===== src/common/sysctl_pkg.sv =====
// Shared constants for the reset status and system options register block
package sysctl_pkg;

   // Register select codes on the register port
   localparam logic [1:0] SEL_STATUS    = 2'h0;
   localparam logic [1:0] SEL_DBG_FORCE = 2'h1;
   localparam logic [1:0] SEL_OPTIONS   = 2'h2;

   // Reset cause status bit positions
   localparam int ST_POR_BIT   = 7;
   localparam int ST_PIN_BIT   = 6;
   localparam int ST_WDOG_BIT  = 5;
   localparam int ST_BAD_OPCODE_FLAG_BIT  = 4;
   localparam int ST_BAD_ADDRESS_FLAG_BIT  = 3;
   localparam int ST_LVD_BIT   = 1;

   // Reset cause status value after power-on
   localparam logic [7:0] STATUS_POR_VAL = 8'h82;
   localparam logic [7:0] STATUS_CLEAR   = 8'h00;

   // Debug force reset register
   localparam int         FORCE_RESET_BIT = 0;
   localparam logic [7:0] DBG_READ_VAL    = 8'h00;

   // System options one field positions, writable mask and reset value
   localparam int         OPT_TSEL_HI     = 7;
   localparam int         OPT_TSEL_LO     = 6;
   localparam int         OPT_STOP_BIT    = 5;
   localparam int         OPT_RSVD_BIT    = 4;
   localparam int         OPT_ROUTE_BIT   = 2;
   localparam logic [7:0] OPT_WR_MASK     = 8'hf4;
   localparam logic [7:0] OPT_RESET_VAL   = 8'hd0;
   localparam logic [1:0] TSEL_OFF        = 2'h0;

   // Watchdog service sequence values
   localparam logic [7:0] SVC_FIRST  = 8'h55;
   localparam logic [7:0] SVC_SECOND = 8'haa;

   // Unmapped read answer
   localparam logic [7:0] RD_UNMAPPED = 8'h00;

   // Internal reset hold time, rounded up to whole cycles
   localparam int CLK_PERIOD_NS  = 10;
   localparam int RESET_HOLD_NS  = 100;
   localparam int HOLD_CYC       = (RESET_HOLD_NS + CLK_PERIOD_NS - 1) / CLK_PERIOD_NS;
   localparam int HOLD_CNT_W     = 4;

   // Reset sequencer states
   typedef enum logic [0:0] {
      ST_RUN  = 1'b0,
      ST_HOLD = 1'b1
   } rst_state_t;

endpackage


===== src/wdog_service_seq.sv =====
// Watchdog service sequence checker on the reset status address
`timescale 1ns/100ps
`default_nettype none

module wdog_service_seq (
   input  wire logic       i_sys_clk,
   input  wire logic       i_rst_n,
   input  wire logic       i_hold,
   input  wire logic       i_wr,
   input  wire logic [7:0] i_wr_data,
   input  wire logic       i_wdog_enabled,
   input  wire logic       i_window_on,
   input  wire logic       i_last_quarter,
   output logic            o_wdog_clear,
   output logic            o_bad_write
);

   logic armed_q;
   logic is_first;
   logic is_second;
   logic bad;

   // Decode of the written value and of a write that must reset the part
   always_comb begin
      is_first  = (i_wr_data == sysctl_pkg::SVC_FIRST);
      is_second = (i_wr_data == sysctl_pkg::SVC_SECOND);
      bad       = i_wr && i_wdog_enabled &&
                  (!(is_first || is_second) || (i_window_on && !i_last_quarter));
   end

   // Armed only by a first value; any other write disarms, so a lone second value is harmless
   always_ff @(posedge i_sys_clk or negedge i_rst_n) begin
      if (!i_rst_n) begin
         armed_q <= 1'b0;
      end else if (i_hold) begin
         armed_q <= 1'b0;
      end else if (i_wr) begin
         armed_q <= is_first && !bad;
      end
   end

   // Clear pulse and bad write pulse
   always_ff @(posedge i_sys_clk or negedge i_rst_n) begin
      if (!i_rst_n) begin
         o_wdog_clear <= 1'b0;
         o_bad_write  <= 1'b0;
      end else begin
         o_wdog_clear <= !i_hold && i_wr && is_second && armed_q && !bad;
         o_bad_write  <= !i_hold && bad;
      end
   end

   AST_LONE_SECOND:
      assert property (@(posedge i_sys_clk) disable iff (!i_rst_n)
         (i_wr && is_second && !armed_q) |=> !o_wdog_clear)
      else $error("Second service value without first cleared the watchdog");

   AST_BAD_VALUE:
      assert property (@(posedge i_sys_clk) disable iff (!i_rst_n)
         (!i_hold && i_wr && i_wdog_enabled && !is_first && !is_second) |=> o_bad_write)
      else $error("Illegal status write did not flag a watchdog reset");

   AST_WINDOW_EARLY:
      assert property (@(posedge i_sys_clk) disable iff (!i_rst_n)
         (!i_hold && i_wr && i_wdog_enabled && i_window_on && !i_last_quarter) |=> o_bad_write && !o_wdog_clear)
      else $error("Early write in window mode did not reset");

endmodule

`default_nettype wire


===== src/reset_status_and_options.sv =====
// Reset cause capture, watchdog service path, debug force reset and write-once options
//
// Notes on behaviour
// - Read-only flags record most recent reset cause
// - Debug forced reset leaves all status flags clear
// - Enabled watchdog: other status write values reset
// - First then second value clears watchdog, flags kept
// - Power-on sets power and low-voltage flags only
// - Low-voltage reset sets its flag, power flag kept
// - Other resets capture active sources, clear rest
// - Bit 6 marks external reset pin low
// - Bit 5 marks watchdog; zero timeout select blocks
// - Bit 4 marks illegal opcode, stop, background
// - Bit 3 marks access to unimplemented address
// - Debug register reads zero, user writes ignored
// - Debug host writing force bit resets part
// - Options accept first write only, always readable
// - Option bits 7:6 select watchdog timeout period
// - Option bit 5 allows stop, else opcode reset
// - Option bit 4 stored but without effect
// - Option bit 2 routes two-wire bus pins
// - Window mode with clock select set: early status write resets part
`timescale 1ns/100ps
`default_nettype none

module reset_status_and_options (
   input  wire logic       i_sys_clk,
   input  wire logic       i_rst_n,
   // Register port
   input  wire logic [1:0] i_reg_sel,
   input  wire logic       i_wr_en,
   input  wire logic       i_bdm_wr,
   input  wire logic [7:0] i_wr_data,
   input  wire logic       i_rd_en,
   // Reset sources
   input  wire logic       i_pin_reset_n,
   input  wire logic       i_lvd_trip,
   input  wire logic       i_low_volt_reset_enable,
   input  wire logic       i_wdog_timeout,
   input  wire logic       i_opcode_illegal,
   input  wire logic       i_stop_exec,
   input  wire logic       i_bgnd_exec,
   input  wire logic       i_background_mode_allow,
   input  wire logic       i_addr_illegal,
   // Settings held in system options two
   input  wire logic       i_watchdog_clock_sel,
   input  wire logic       i_watchdog_window_mode,
   input  wire logic       i_wdog_last_quarter,
   // Outputs
   output logic [7:0]      o_rd_data,
   output logic            o_sys_reset,
   output logic            o_wdog_clear,
   output logic [2:0]      o_wdog_period_sel,
   output logic            o_wdog_enable,
   output logic            o_stop_allow,
   output logic            o_twowire_pin_route
);

   localparam int           HCW = sysctl_pkg::HOLD_CNT_W;
   sysctl_pkg::rst_state_t state_q;
   logic [HCW-1:0]          hold_cnt_q;
   logic [7:0]              status_q;
   logic [7:0]              status_d;
   logic [7:0]              options_q;
   logic                    options_written_q;
   logic                    in_run;
   logic                    wr_any;
   logic                    status_wr;
   logic                    force_src;
   logic                    lvr_src;
   logic                    pin_src;
   logic                    wdog_src;
   logic                    bad_opcode_flag_src;
   logic                    bad_address_flag_src;
   logic                    entry;
   logic                    wdog_enabled;
   logic                    window_on;
   logic                    bad_write;
   logic                    after_por_q;

   // Register select decode, used by writes and by reads
   function automatic logic hit(input logic [1:0] sel, input logic [1:0] code);
      hit = (sel == code);
   endfunction

   // Source qualification; the watchdog is off while its timeout select is zero
   always_comb begin
      in_run       = (state_q == sysctl_pkg::ST_RUN);
      wr_any       = i_wr_en || i_bdm_wr;
      status_wr    = in_run && wr_any && hit(i_reg_sel, sysctl_pkg::SEL_STATUS);
      wdog_enabled = (options_q[sysctl_pkg::OPT_TSEL_HI:sysctl_pkg::OPT_TSEL_LO] != sysctl_pkg::TSEL_OFF);
      window_on    = i_watchdog_window_mode && i_watchdog_clock_sel;
      // Only the serial debug path can set the force bit; user writes never reach it
      force_src    = i_bdm_wr && hit(i_reg_sel, sysctl_pkg::SEL_DBG_FORCE) &&
                     i_wr_data[sysctl_pkg::FORCE_RESET_BIT];
      lvr_src      = i_low_volt_reset_enable && i_lvd_trip;
      pin_src      = !i_pin_reset_n;
      wdog_src     = (i_wdog_timeout && wdog_enabled) || bad_write;
      bad_opcode_flag_src     = i_opcode_illegal ||
                     (i_stop_exec && !options_q[sysctl_pkg::OPT_STOP_BIT]) ||
                     (i_bgnd_exec && !i_background_mode_allow);
      bad_address_flag_src     = i_addr_illegal;
      entry        = in_run && (force_src || lvr_src || pin_src || wdog_src || bad_opcode_flag_src || bad_address_flag_src);
   end

   // Status value captured at reset entry; debug force outranks everything
   always_comb begin
      status_d = sysctl_pkg::STATUS_CLEAR;
      if (force_src) begin
         status_d = sysctl_pkg::STATUS_CLEAR;
      end else if (lvr_src) begin
         status_d[sysctl_pkg::ST_POR_BIT] = status_q[sysctl_pkg::ST_POR_BIT];
         status_d[sysctl_pkg::ST_LVD_BIT] = 1'b1;
      end else begin
         status_d[sysctl_pkg::ST_PIN_BIT]  = pin_src;
         status_d[sysctl_pkg::ST_WDOG_BIT] = wdog_src;
         status_d[sysctl_pkg::ST_BAD_OPCODE_FLAG_BIT] = bad_opcode_flag_src;
         status_d[sysctl_pkg::ST_BAD_ADDRESS_FLAG_BIT] = bad_address_flag_src;
      end
   end

   // Watchdog service sequence
   wdog_service_seq u_svc (
      .i_sys_clk      (i_sys_clk),
      .i_rst_n        (i_rst_n),
      .i_hold         (!in_run),
      .i_wr           (status_wr),
      .i_wr_data      (i_wr_data),
      .i_wdog_enabled (wdog_enabled),
      .i_window_on    (window_on),
      .i_last_quarter (i_wdog_last_quarter),
      .o_wdog_clear   (o_wdog_clear),
      .o_bad_write    (bad_write)
   );

   // Reset sequencer: hold the part in reset while the counter runs or a level source stays active
   always_ff @(posedge i_sys_clk or negedge i_rst_n) begin
      if (!i_rst_n) begin
         state_q     <= sysctl_pkg::ST_RUN;
         hold_cnt_q  <= '0;
         o_sys_reset <= 1'b0;
      end else begin
         unique case (state_q)
            sysctl_pkg::ST_RUN: begin
               if (entry) begin
                  state_q     <= sysctl_pkg::ST_HOLD;
                  hold_cnt_q  <= HCW'(sysctl_pkg::HOLD_CYC - 1);
                  o_sys_reset <= 1'b1;
               end
            end
            sysctl_pkg::ST_HOLD: begin
               if (hold_cnt_q != '0) begin
                  hold_cnt_q <= hold_cnt_q - HCW'(1);
               end else if (!pin_src && !lvr_src) begin
                  state_q     <= sysctl_pkg::ST_RUN;
                  o_sys_reset <= 1'b0;
               end
            end
         endcase
      end
   end

   // Status flags change only at reset entry; writes to this address never store a value
   always_ff @(posedge i_sys_clk or negedge i_rst_n) begin
      if (!i_rst_n) begin
         status_q <= sysctl_pkg::STATUS_POR_VAL;
      end else if (entry) begin
         status_q <= status_d;
      end
   end

   // Marks the first cycle after power-on release, for checking only
   always_ff @(posedge i_sys_clk or negedge i_rst_n) begin
      if (!i_rst_n) begin
         after_por_q <= 1'b0;
      end else begin
         after_por_q <= 1'b1;
      end
   end

   // Write-once options: any reset reopens them, so the first write after each reset counts
   always_ff @(posedge i_sys_clk or negedge i_rst_n) begin
      if (!i_rst_n) begin
         options_q         <= sysctl_pkg::OPT_RESET_VAL;
         options_written_q <= 1'b0;
      end else if (!in_run || entry) begin
         options_q         <= sysctl_pkg::OPT_RESET_VAL;
         options_written_q <= 1'b0;
      end else if (wr_any && hit(i_reg_sel, sysctl_pkg::SEL_OPTIONS) && !options_written_q) begin
         options_q         <= i_wr_data & sysctl_pkg::OPT_WR_MASK;
         options_written_q <= 1'b1;
      end
   end

   // Option outputs; the reserved bit drives nothing
   always_ff @(posedge i_sys_clk or negedge i_rst_n) begin
      if (!i_rst_n) begin
         o_wdog_period_sel   <= '0;
         o_wdog_enable       <= 1'b0;
         o_stop_allow        <= 1'b0;
         o_twowire_pin_route <= 1'b0;
      end else begin
         o_wdog_period_sel   <= {i_watchdog_clock_sel,
                                 options_q[sysctl_pkg::OPT_TSEL_HI:sysctl_pkg::OPT_TSEL_LO]};
         o_wdog_enable       <= wdog_enabled;
         o_stop_allow        <= options_q[sysctl_pkg::OPT_STOP_BIT];
         o_twowire_pin_route <= options_q[sysctl_pkg::OPT_ROUTE_BIT];
      end
   end

   // Registered read data; reads have no side effect
   always_ff @(posedge i_sys_clk or negedge i_rst_n) begin
      if (!i_rst_n) begin
         o_rd_data <= sysctl_pkg::RD_UNMAPPED;
      end else if (i_rd_en) begin
         if (hit(i_reg_sel, sysctl_pkg::SEL_STATUS)) begin
            o_rd_data <= status_q;
         end else if (hit(i_reg_sel, sysctl_pkg::SEL_DBG_FORCE)) begin
            o_rd_data <= sysctl_pkg::DBG_READ_VAL;
         end else if (hit(i_reg_sel, sysctl_pkg::SEL_OPTIONS)) begin
            o_rd_data <= options_q;
         end else begin
            o_rd_data <= sysctl_pkg::RD_UNMAPPED;
         end
      end
   end

   AST_POR_FLAGS:
      assert property (@(posedge i_sys_clk) disable iff (!i_rst_n)
         !after_por_q |-> (status_q == sysctl_pkg::STATUS_POR_VAL))
      else $error("Status after power-on is not power and low-voltage only");

   AST_FORCE_CLEARS:
      assert property (@(posedge i_sys_clk) disable iff (!i_rst_n)
         (in_run && force_src) |=> (status_q == sysctl_pkg::STATUS_CLEAR) && o_sys_reset)
      else $error("Debug forced reset left a status flag set");

   AST_FORCE_HOLDS:
      assert property (@(posedge i_sys_clk) disable iff (!i_rst_n)
         (in_run && force_src) |=> o_sys_reset [*8])
      else $error("Debug forced reset too short");

   AST_LVR_KEEPS_POR:
      assert property (@(posedge i_sys_clk) disable iff (!i_rst_n)
         (entry && !force_src && lvr_src) |=>
            status_q[sysctl_pkg::ST_LVD_BIT] &&
            (status_q[sysctl_pkg::ST_POR_BIT] == $past(status_q[sysctl_pkg::ST_POR_BIT])) &&
            !status_q[sysctl_pkg::ST_PIN_BIT])
      else $error("Low-voltage reset captured wrong flags");

   AST_PIN_FLAG:
      assert property (@(posedge i_sys_clk) disable iff (!i_rst_n)
         (entry && !force_src && !lvr_src && pin_src) |=>
            status_q[sysctl_pkg::ST_PIN_BIT] && !status_q[sysctl_pkg::ST_POR_BIT] &&
            !status_q[sysctl_pkg::ST_LVD_BIT])
      else $error("Pin reset did not set its flag");

   AST_WDOG_BLOCKED:
      assert property (@(posedge i_sys_clk) disable iff (!i_rst_n)
         (in_run && !wdog_enabled && !bad_write && !force_src && !lvr_src && !pin_src &&
          !bad_opcode_flag_src && !bad_address_flag_src) |=> !o_sys_reset)
      else $error("Watchdog reset while timeout select is zero");

   AST_BAD_WRITE_RESETS:
      assert property (@(posedge i_sys_clk) disable iff (!i_rst_n)
         (in_run && bad_write) |=> o_sys_reset && (force_src || $past(lvr_src) ||
            status_q[sysctl_pkg::ST_WDOG_BIT] || $past(force_src)))
      else $error("Illegal status write did not cause a watchdog reset");

   AST_STOP_ILLEGAL:
      assert property (@(posedge i_sys_clk) disable iff (!i_rst_n)
         (in_run && i_stop_exec && !options_q[sysctl_pkg::OPT_STOP_BIT] && !force_src && !lvr_src)
            |=> o_sys_reset && status_q[sysctl_pkg::ST_BAD_OPCODE_FLAG_BIT])
      else $error("Stop while disallowed did not force an opcode reset");

   AST_CLEAR_KEEPS_STATUS:
      assert property (@(posedge i_sys_clk) disable iff (!i_rst_n)
         (o_wdog_clear && !entry) |=> $stable(status_q))
      else $error("Watchdog service changed the status flags");

   AST_WRITE_ONCE:
      assert property (@(posedge i_sys_clk) disable iff (!i_rst_n)
         (options_written_q && in_run && !entry) |=> $stable(options_q))
      else $error("Options changed after the first write");

   AST_DBG_READS_ZERO:
      assert property (@(posedge i_sys_clk) disable iff (!i_rst_n)
         (i_rd_en && hit(i_reg_sel, sysctl_pkg::SEL_DBG_FORCE)) |=> (o_rd_data == sysctl_pkg::DBG_READ_VAL))
      else $error("Debug force register read not zero");

   AST_USER_NO_FORCE:
      assert property (@(posedge i_sys_clk) disable iff (!i_rst_n)
         (in_run && i_wr_en && !i_bdm_wr && hit(i_reg_sel, sysctl_pkg::SEL_DBG_FORCE) && !pin_src &&
          !lvr_src && !wdog_src && !bad_opcode_flag_src && !bad_address_flag_src) |=> !o_sys_reset)
      else $error("User write to debug register caused a reset");

endmodule

`default_nettype wire


===== config.mk =====
export PLATFORM = sky130hd
export DESIGN_NAME = reset_status_and_options
export DESIGN_NICKNAME = d
export VERILOG_FILES = /design/src/common/sysctl_pkg.sv /design/src/wdog_service_seq.sv /design/src/reset_status_and_options.sv
export SDC_FILE = /design/constraint.sdc
export NUM_CORES = 1
export LEC_CHECK = 0
export ABC_AREA = 1
export BUFFER_PORTS_ARGS = -buffer_cell sky130_fd_sc_hd__buf_2
export CORE_MARGIN = 10
export CORE_UTILIZATION = 51
export CTS_CLUSTER_SIZE = 30
export DETAILED_ROUTE_END_ITERATION = 10
export PLACE_DENSITY = 0.87
export REMOVE_ABC_BUFFERS = 1
export SETUP_SLACK_MARGIN = 0.02
export SLEW_MARGIN = 10
export SYNTH_ARGS = -nofsm -noshare
export SYNTH_HDL_FRONTEND = slang
export SYNTH_SLANG_ARGS = --single-unit

===== constraint.sdc =====
create_clock -name i_sys_clk -period 1.5 [get_ports i_sys_clk]
set_input_delay 0.225 -clock i_sys_clk [delete_from_list [all_inputs] [get_ports i_sys_clk]]
set_output_delay 0.225 -clock i_sys_clk [all_outputs]
set_load 0.005 [all_outputs]

Word level (Yosys, flattened, before mapping)
Index checks and enable logic that the tools add are counted.
{ "op_classes": {"add_sub_neg": 1, "n_eq_ne": 9, "n_mux": 25, "bitwise_logic": 1, "n_reduce_logical": 51} }
{ "ops": {"columns": ["op", "count"], "rows": [
  ["2-to-1 mux 8 bit", 5],
  ["logical AND 1 bit", 22],
  ["2-to-1 mux 1 bit", 13],
  ["logical OR 1 bit", 12],
  ["2-to-1 mux 4 bit", 3],
  ["zero test 1 bit", 9],
  ["equality test 8 x 7 -> 1 bit, second input constant", 1],
  ["equality test 8 bit, second input constant", 1],
  ["case mux 4 bit (2 select lines)", 1],
  ["inequality test 2 x 1 -> 1 bit, second input constant", 3],
  ["nonzero test 2 bit", 3],
  ["2-to-1 mux 5 bit", 1],
  ["inequality test 2 bit, second input constant", 2],
  ["case mux 1 bit (2 select lines)", 2],
  ["AND reduction 2 bit", 2],
  ["nonzero test 4 bit", 1],
  ["subtractor 4 x 1 -> 4 bit, second input constant", 1],
  ["AND reduction 3 bit", 1],
  ["equality test 2 x 1 -> 1 bit, second input constant", 1],
  ["equality test 2 bit, second input constant", 1],
  ["zero test 2 bit", 1],
  ["inverter 1 bit", 1]
]} }
{ "word_totals": {"ff_bits": 38, "in_bits": 27, "word_cells": 102} }

Longest topological paths before layout
{ "logic_depth": {"word_depth": 11, "ltp_mapped": 9} }

Hierarchy
From an unflattened synthesis, not the netlist that was laid out.
{ "unflattened": {"hier_cells": 207, "hier_area_um2": 1721.7} }
{ "by_module_without_submodules": {"columns": ["mod", "instances", "cells_each", "area_per_inst_um2", "seq_area_each_um2"], "rows": [
  ["reset_status_and_options", 1, 165, 1485.2, 782.0],
  ["wdog_service_seq", 1, 42, 236.5, 75.1]
]} }

Worst setup path before layout
OpenSTA, ideal clock, no wires.
{ "synth_path": {"path_type": "flip-flop to flip-flop", "start": "register options_q[6]", "end": "register status_q[3]", "arrival_ps": 1110, "required_ps": 1383, "setup_slack_ps": 273, "stages_incl_launch_ff": 8, "n_path_buf": 0, "period_less_slack_ps": 1227, "path_cell_list": "dfstp_2 nor2_2 nor2_1 nor2_4 nand3_4 nand2_4 nand2_1 nand2_1"} }
{ "synth_between": {"elab_chain_len": 7} }
{ "synth_rtl": {"columns": ["item", "line_no", "source"], "rows": [
  ["start: declaration", "reset_status_and_options.sv:64", "logic [7:0] options_q;"],
  ["start signal: assignment", "reset_status_and_options.sv:184", "options_q <= sysctl_pkg::OPT_RESET_VAL;"],
  ["start signal: assignment", "reset_status_and_options.sv:187", "options_q <= sysctl_pkg::OPT_RESET_VAL;"],
  ["start signal: assignment", "reset_status_and_options.sv:190", "options_q <= i_wr_data & sysctl_pkg::OPT_WR_MASK;"],
  ["nonzero test 2 bit", "reset_status_and_options.sv:91", "wdog_enabled = (options_q[sysctl_pkg::OPT_TSEL_HI:sysctl_pkg::OPT_TSEL_LO] != sysctl_pkg::TSEL_OFF);"],
  ["logical AND 1 bit", "reset_status_and_options.sv:98", "wdog_src = (i_wdog_timeout && wdog_enabled) || bad_write;"],
  ["logical OR 1 bit", "reset_status_and_options.sv:98", null],
  ["logical OR 1 bit (3 in a row)", "reset_status_and_options.sv:103", "entry = in_run && (force_src || lvr_src || pin_src || wdog_src || bad_opcode_flag_src || bad_address_flag_src) ..."],
  ["logical AND 1 bit", "reset_status_and_options.sv:103", null],
  ["end signal: assignment", "reset_status_and_options.sv:166", "status_q <= sysctl_pkg::STATUS_POR_VAL;"],
  ["end signal: assignment", "reset_status_and_options.sv:168", "status_q <= status_d;"],
  ["end: declaration", "reset_status_and_options.sv:62", "logic [7:0] status_q;"]
]} }
Every way passes these cells.
A chain may end at the register's enable or synchronous reset.

Final worst setup path
{ "layout_path": {"start": "register options_q[7]", "end": "register status_q[5]"} }
{ "layout_between": {"elab_chain_len": 7} }
{ "layout_rtl": {"columns": ["item", "line_no"], "rows": [
  ["nonzero test 2 bit (*)", "reset_status_and_options.sv:91"],
  ["logical AND 1 bit (*)", "reset_status_and_options.sv:98"],
  ["logical OR 1 bit (*)", "reset_status_and_options.sv:98"],
  ["logical OR 1 bit (3 in a row)", "reset_status_and_options.sv:103"],
  ["logical AND 1 bit", "reset_status_and_options.sv:103"]
]} }
Every way passes the cells marked *; elsewhere a longest branch is shown, timed or not.

==> results.yml <==
floorplanning:
  row_count: 20
  core_area_um2: 3100
  initial_core_util: 0.538
  dieArea_um2: 5960
  ioPinCount: 43
  dieHeight_um: 77.2
  die_w_um: 77.2
route:
  drcViolationCount: 0
  drt_first_pass_iters: 4
  ant_nets: 0
  drtIter0Drc: 69
  viasPerCell: 4.81
  post_drt_wl_per_cell_um: 12.3
  wirelength_mm: 3.70
  vias: 1447
placement:
  hpwl_mm: 2.89
  place.port_buffers: 41
  gp_congestion: 0.898
  post-place-ws_ns: 0.124
  dp.cells: 292
clock_network:
  clockBufferDepth: 2
  cts_buffers: 5
  htreeDepth: 2
  ctsRootBufferMaster: "clkbuf_4"
  clkSinkCount: 34
  clk_pin_slew_ns: 0.10
  cts_tree: "done"
  postCtsSetupBuffers: 0
  insertion_delay_ns: 0.33
logic_synthesis:
  yosys_warnings: 0
  synth_top_area_frac: 0.435
  yosys-top-cells-count: "nand2_1 (61), inv_1 (32), dfrtp_1 (29), nor2_1 (23), nand3_1 (20)"
  synth.avg_cell_area_um2: 8.02
  synth_cells: 208
  synth-seq-cells: 34
  netlist_top_cells_area: "dfrtp_1 (44%), nand2_1 (14%), dfstp_2 (7.9%)"
  synth_ff_type: "dfrtp_1"
  ys_types: 22
  yosysSeqAreaShare: 0.514
  synth_area_um2: 1670
  synth_area_leader_cell: "dfrtp_1"
  synth-edff-count: 0
  synth_most_common_cell: "nand2_1"
  synth-async-reset-ratio: 1.00
timing:
  hold_violations: 0
  fin_crit_ns: 1.34
  rsz0062_at_grt: "false"
  drv_slew: 0
  skew_ns: 0.0109
  worst_slack_ns: 0.164
  fmax_mhz: 748
  setup-tns-final_ns: 0
  min_period_over_period: 0.891
  setup_viol: 0
grt:
  grt_pass1_wl_mm: 6.12
  globalRouteOverflowTotal: 0
  grt_pass1_vias: 1439
  antenna_found_initial: 0
  track_usage: 0.125
  grt_max_degree: 35
critical_path:
  cpMostUsedCell: "nand2_1"
  start_kind: "flip-flop"
  path_cells: "nor2_2 > nor2_1 > nor2_4 > nand3_4 > nand2_4 > nand2_1 > nand2_1"
  end_kind: "flip-flop"
  cp_max_fo: 9
  setup.worst_path.class: "reg2reg"
  critPathSlowestCell: "dfstp_2"
  critical-path-max-stage-delay_ns: 0.57
  cp_data_required_time_ns: 1.73
  arrival_ns: 1.56
hold_path:
  hold_path.class: "in2reg"
outcome:
  outcome: "complete, no violations"
job:
  maxCapViolations: 0
pwr:
  powerDensity_nw_per_um2: 1120
  vdd.ir_drop.worst_uv: 740
  p_leak_nw: 1.06
cells_and_area:
  drive_gt1_frac: 0.265
  insertedDiodeCount: 0
  seq_area_um2: 857
  nNetsFinal: 285
  fillers: 294
  multi_input_area_um2: 672
  fin_cells: 301
  area_delta_synth_final_pct: 19.6
==> worst paths after layout <==
check,start,to,slack [ns],depth (start not counted)
min in group asynchronous,i_rst_n,hold_cnt_q[1],0.44,3
min reg2reg,options_q[6],o_wdog_period_sel[0],0.43,0
min,i_watchdog_clock_sel,o_wdog_period_sel[2],0.01,1
max reg2reg,options_q[7],status_q[5],0.16,7
max in group asynchronous,i_rst_n,options_q[6],0.73,3
max,options_q[7],status_q[5],0.16,7
==> per-stage QoR <==
step	util	power [mW]	hold slack, ns	instance area, um2
6_report	0.643	2.23	0.0136	1990
5_1_grt	0.643	2.39	0.00803	1990
4_1_cts	0.643	2.25	0.00107	1990
3_5_place_dp	0.620	1.72	0.272	1920
3_3_place_gp	0.620	1.69	0.268	1920
2_1_floorplan	-	1.52	-0.0706	1660
==> state kept, by name, summed over array words and instances (netlist names) <==
register,count
o_rd_data,7
hold_cnt_q,4
o_twowire_pin_route,1
o_wdog_period_sel,3
state_q,1
u_svc.armed_q,1
o_stop_allow,1
status_q,6
o_sys_reset,1
u_svc.o_wdog_clear,1
options_q,5
o_wdog_enable,1
options_written_q,1
u_svc.o_bad_write,1
==> metal layers <==
| metal | global-route usage | up-vias | share of wire |
|---|---|---|---|
| met5 | 0 | - | 0 |
| met4 | 0.0785 | 0 | 0.019 |
| met3 | 0.0490 | 7 | 0.083 |
| met2 | 0.198 | 46 | 0.48 |
| met1 | 0.138 | 653 | 0.42 |
| li1 | - | 741 | - |
==> repair_timing <==
item,in CTS,in global routing
hold buffers,1,0
setup endpoints to repair,0,1
endpoints found under the hold margin,29,0
gates resized for setup,0,1
==> worst max-delay path, delay by kind of cell (launching register included) <==
family | cells | cell delay (ns)
AND/OR/NAND/NOR | 7 | 0.67
flip-flops | 1 | 0.57
==> layout make-up <==
type                            instances  share of cell area
Clock inverter                          1             0.00251
Tap cell                               44              0.0276
Multi-Input combinational cell        138               0.337
Sequential cell                        34               0.430
Clock buffer                            7              0.0276
Timing Repair Buffer                   43               0.112
Inverter                               34              0.0640
==> power by group <==
group | total (mW) | switching [mW] | internal (mW)
registers | 1.16 | 0.0921 | 1.07
clock network | 0.521 | 0.294 | 0.227
logic | 0.547 | 0.321 | 0.226
==> logic make-up after synthesis <==
family	share of synthesized area
other	0.00225
flip-flops	0.514
AND/OR/NAND/NOR	0.338
AO/OA/AOI/OAI	0.0480
buffers and inverters	0.0833
adder cells (fa/ha/maj)	0.0150
==> cells in the final DEF, fill, tap and decap left out, types with 5 or more instances in the layout <==
master    instances
nand2_1          61
buf_2            41
inv_1            31
dfrtp_1          29
nor2_1           23
nand3_1          20
o21ai_0           7
nor2_4            6
clkbuf_4          5
dfstp_2           5
(Power assumes the default switching activity.)
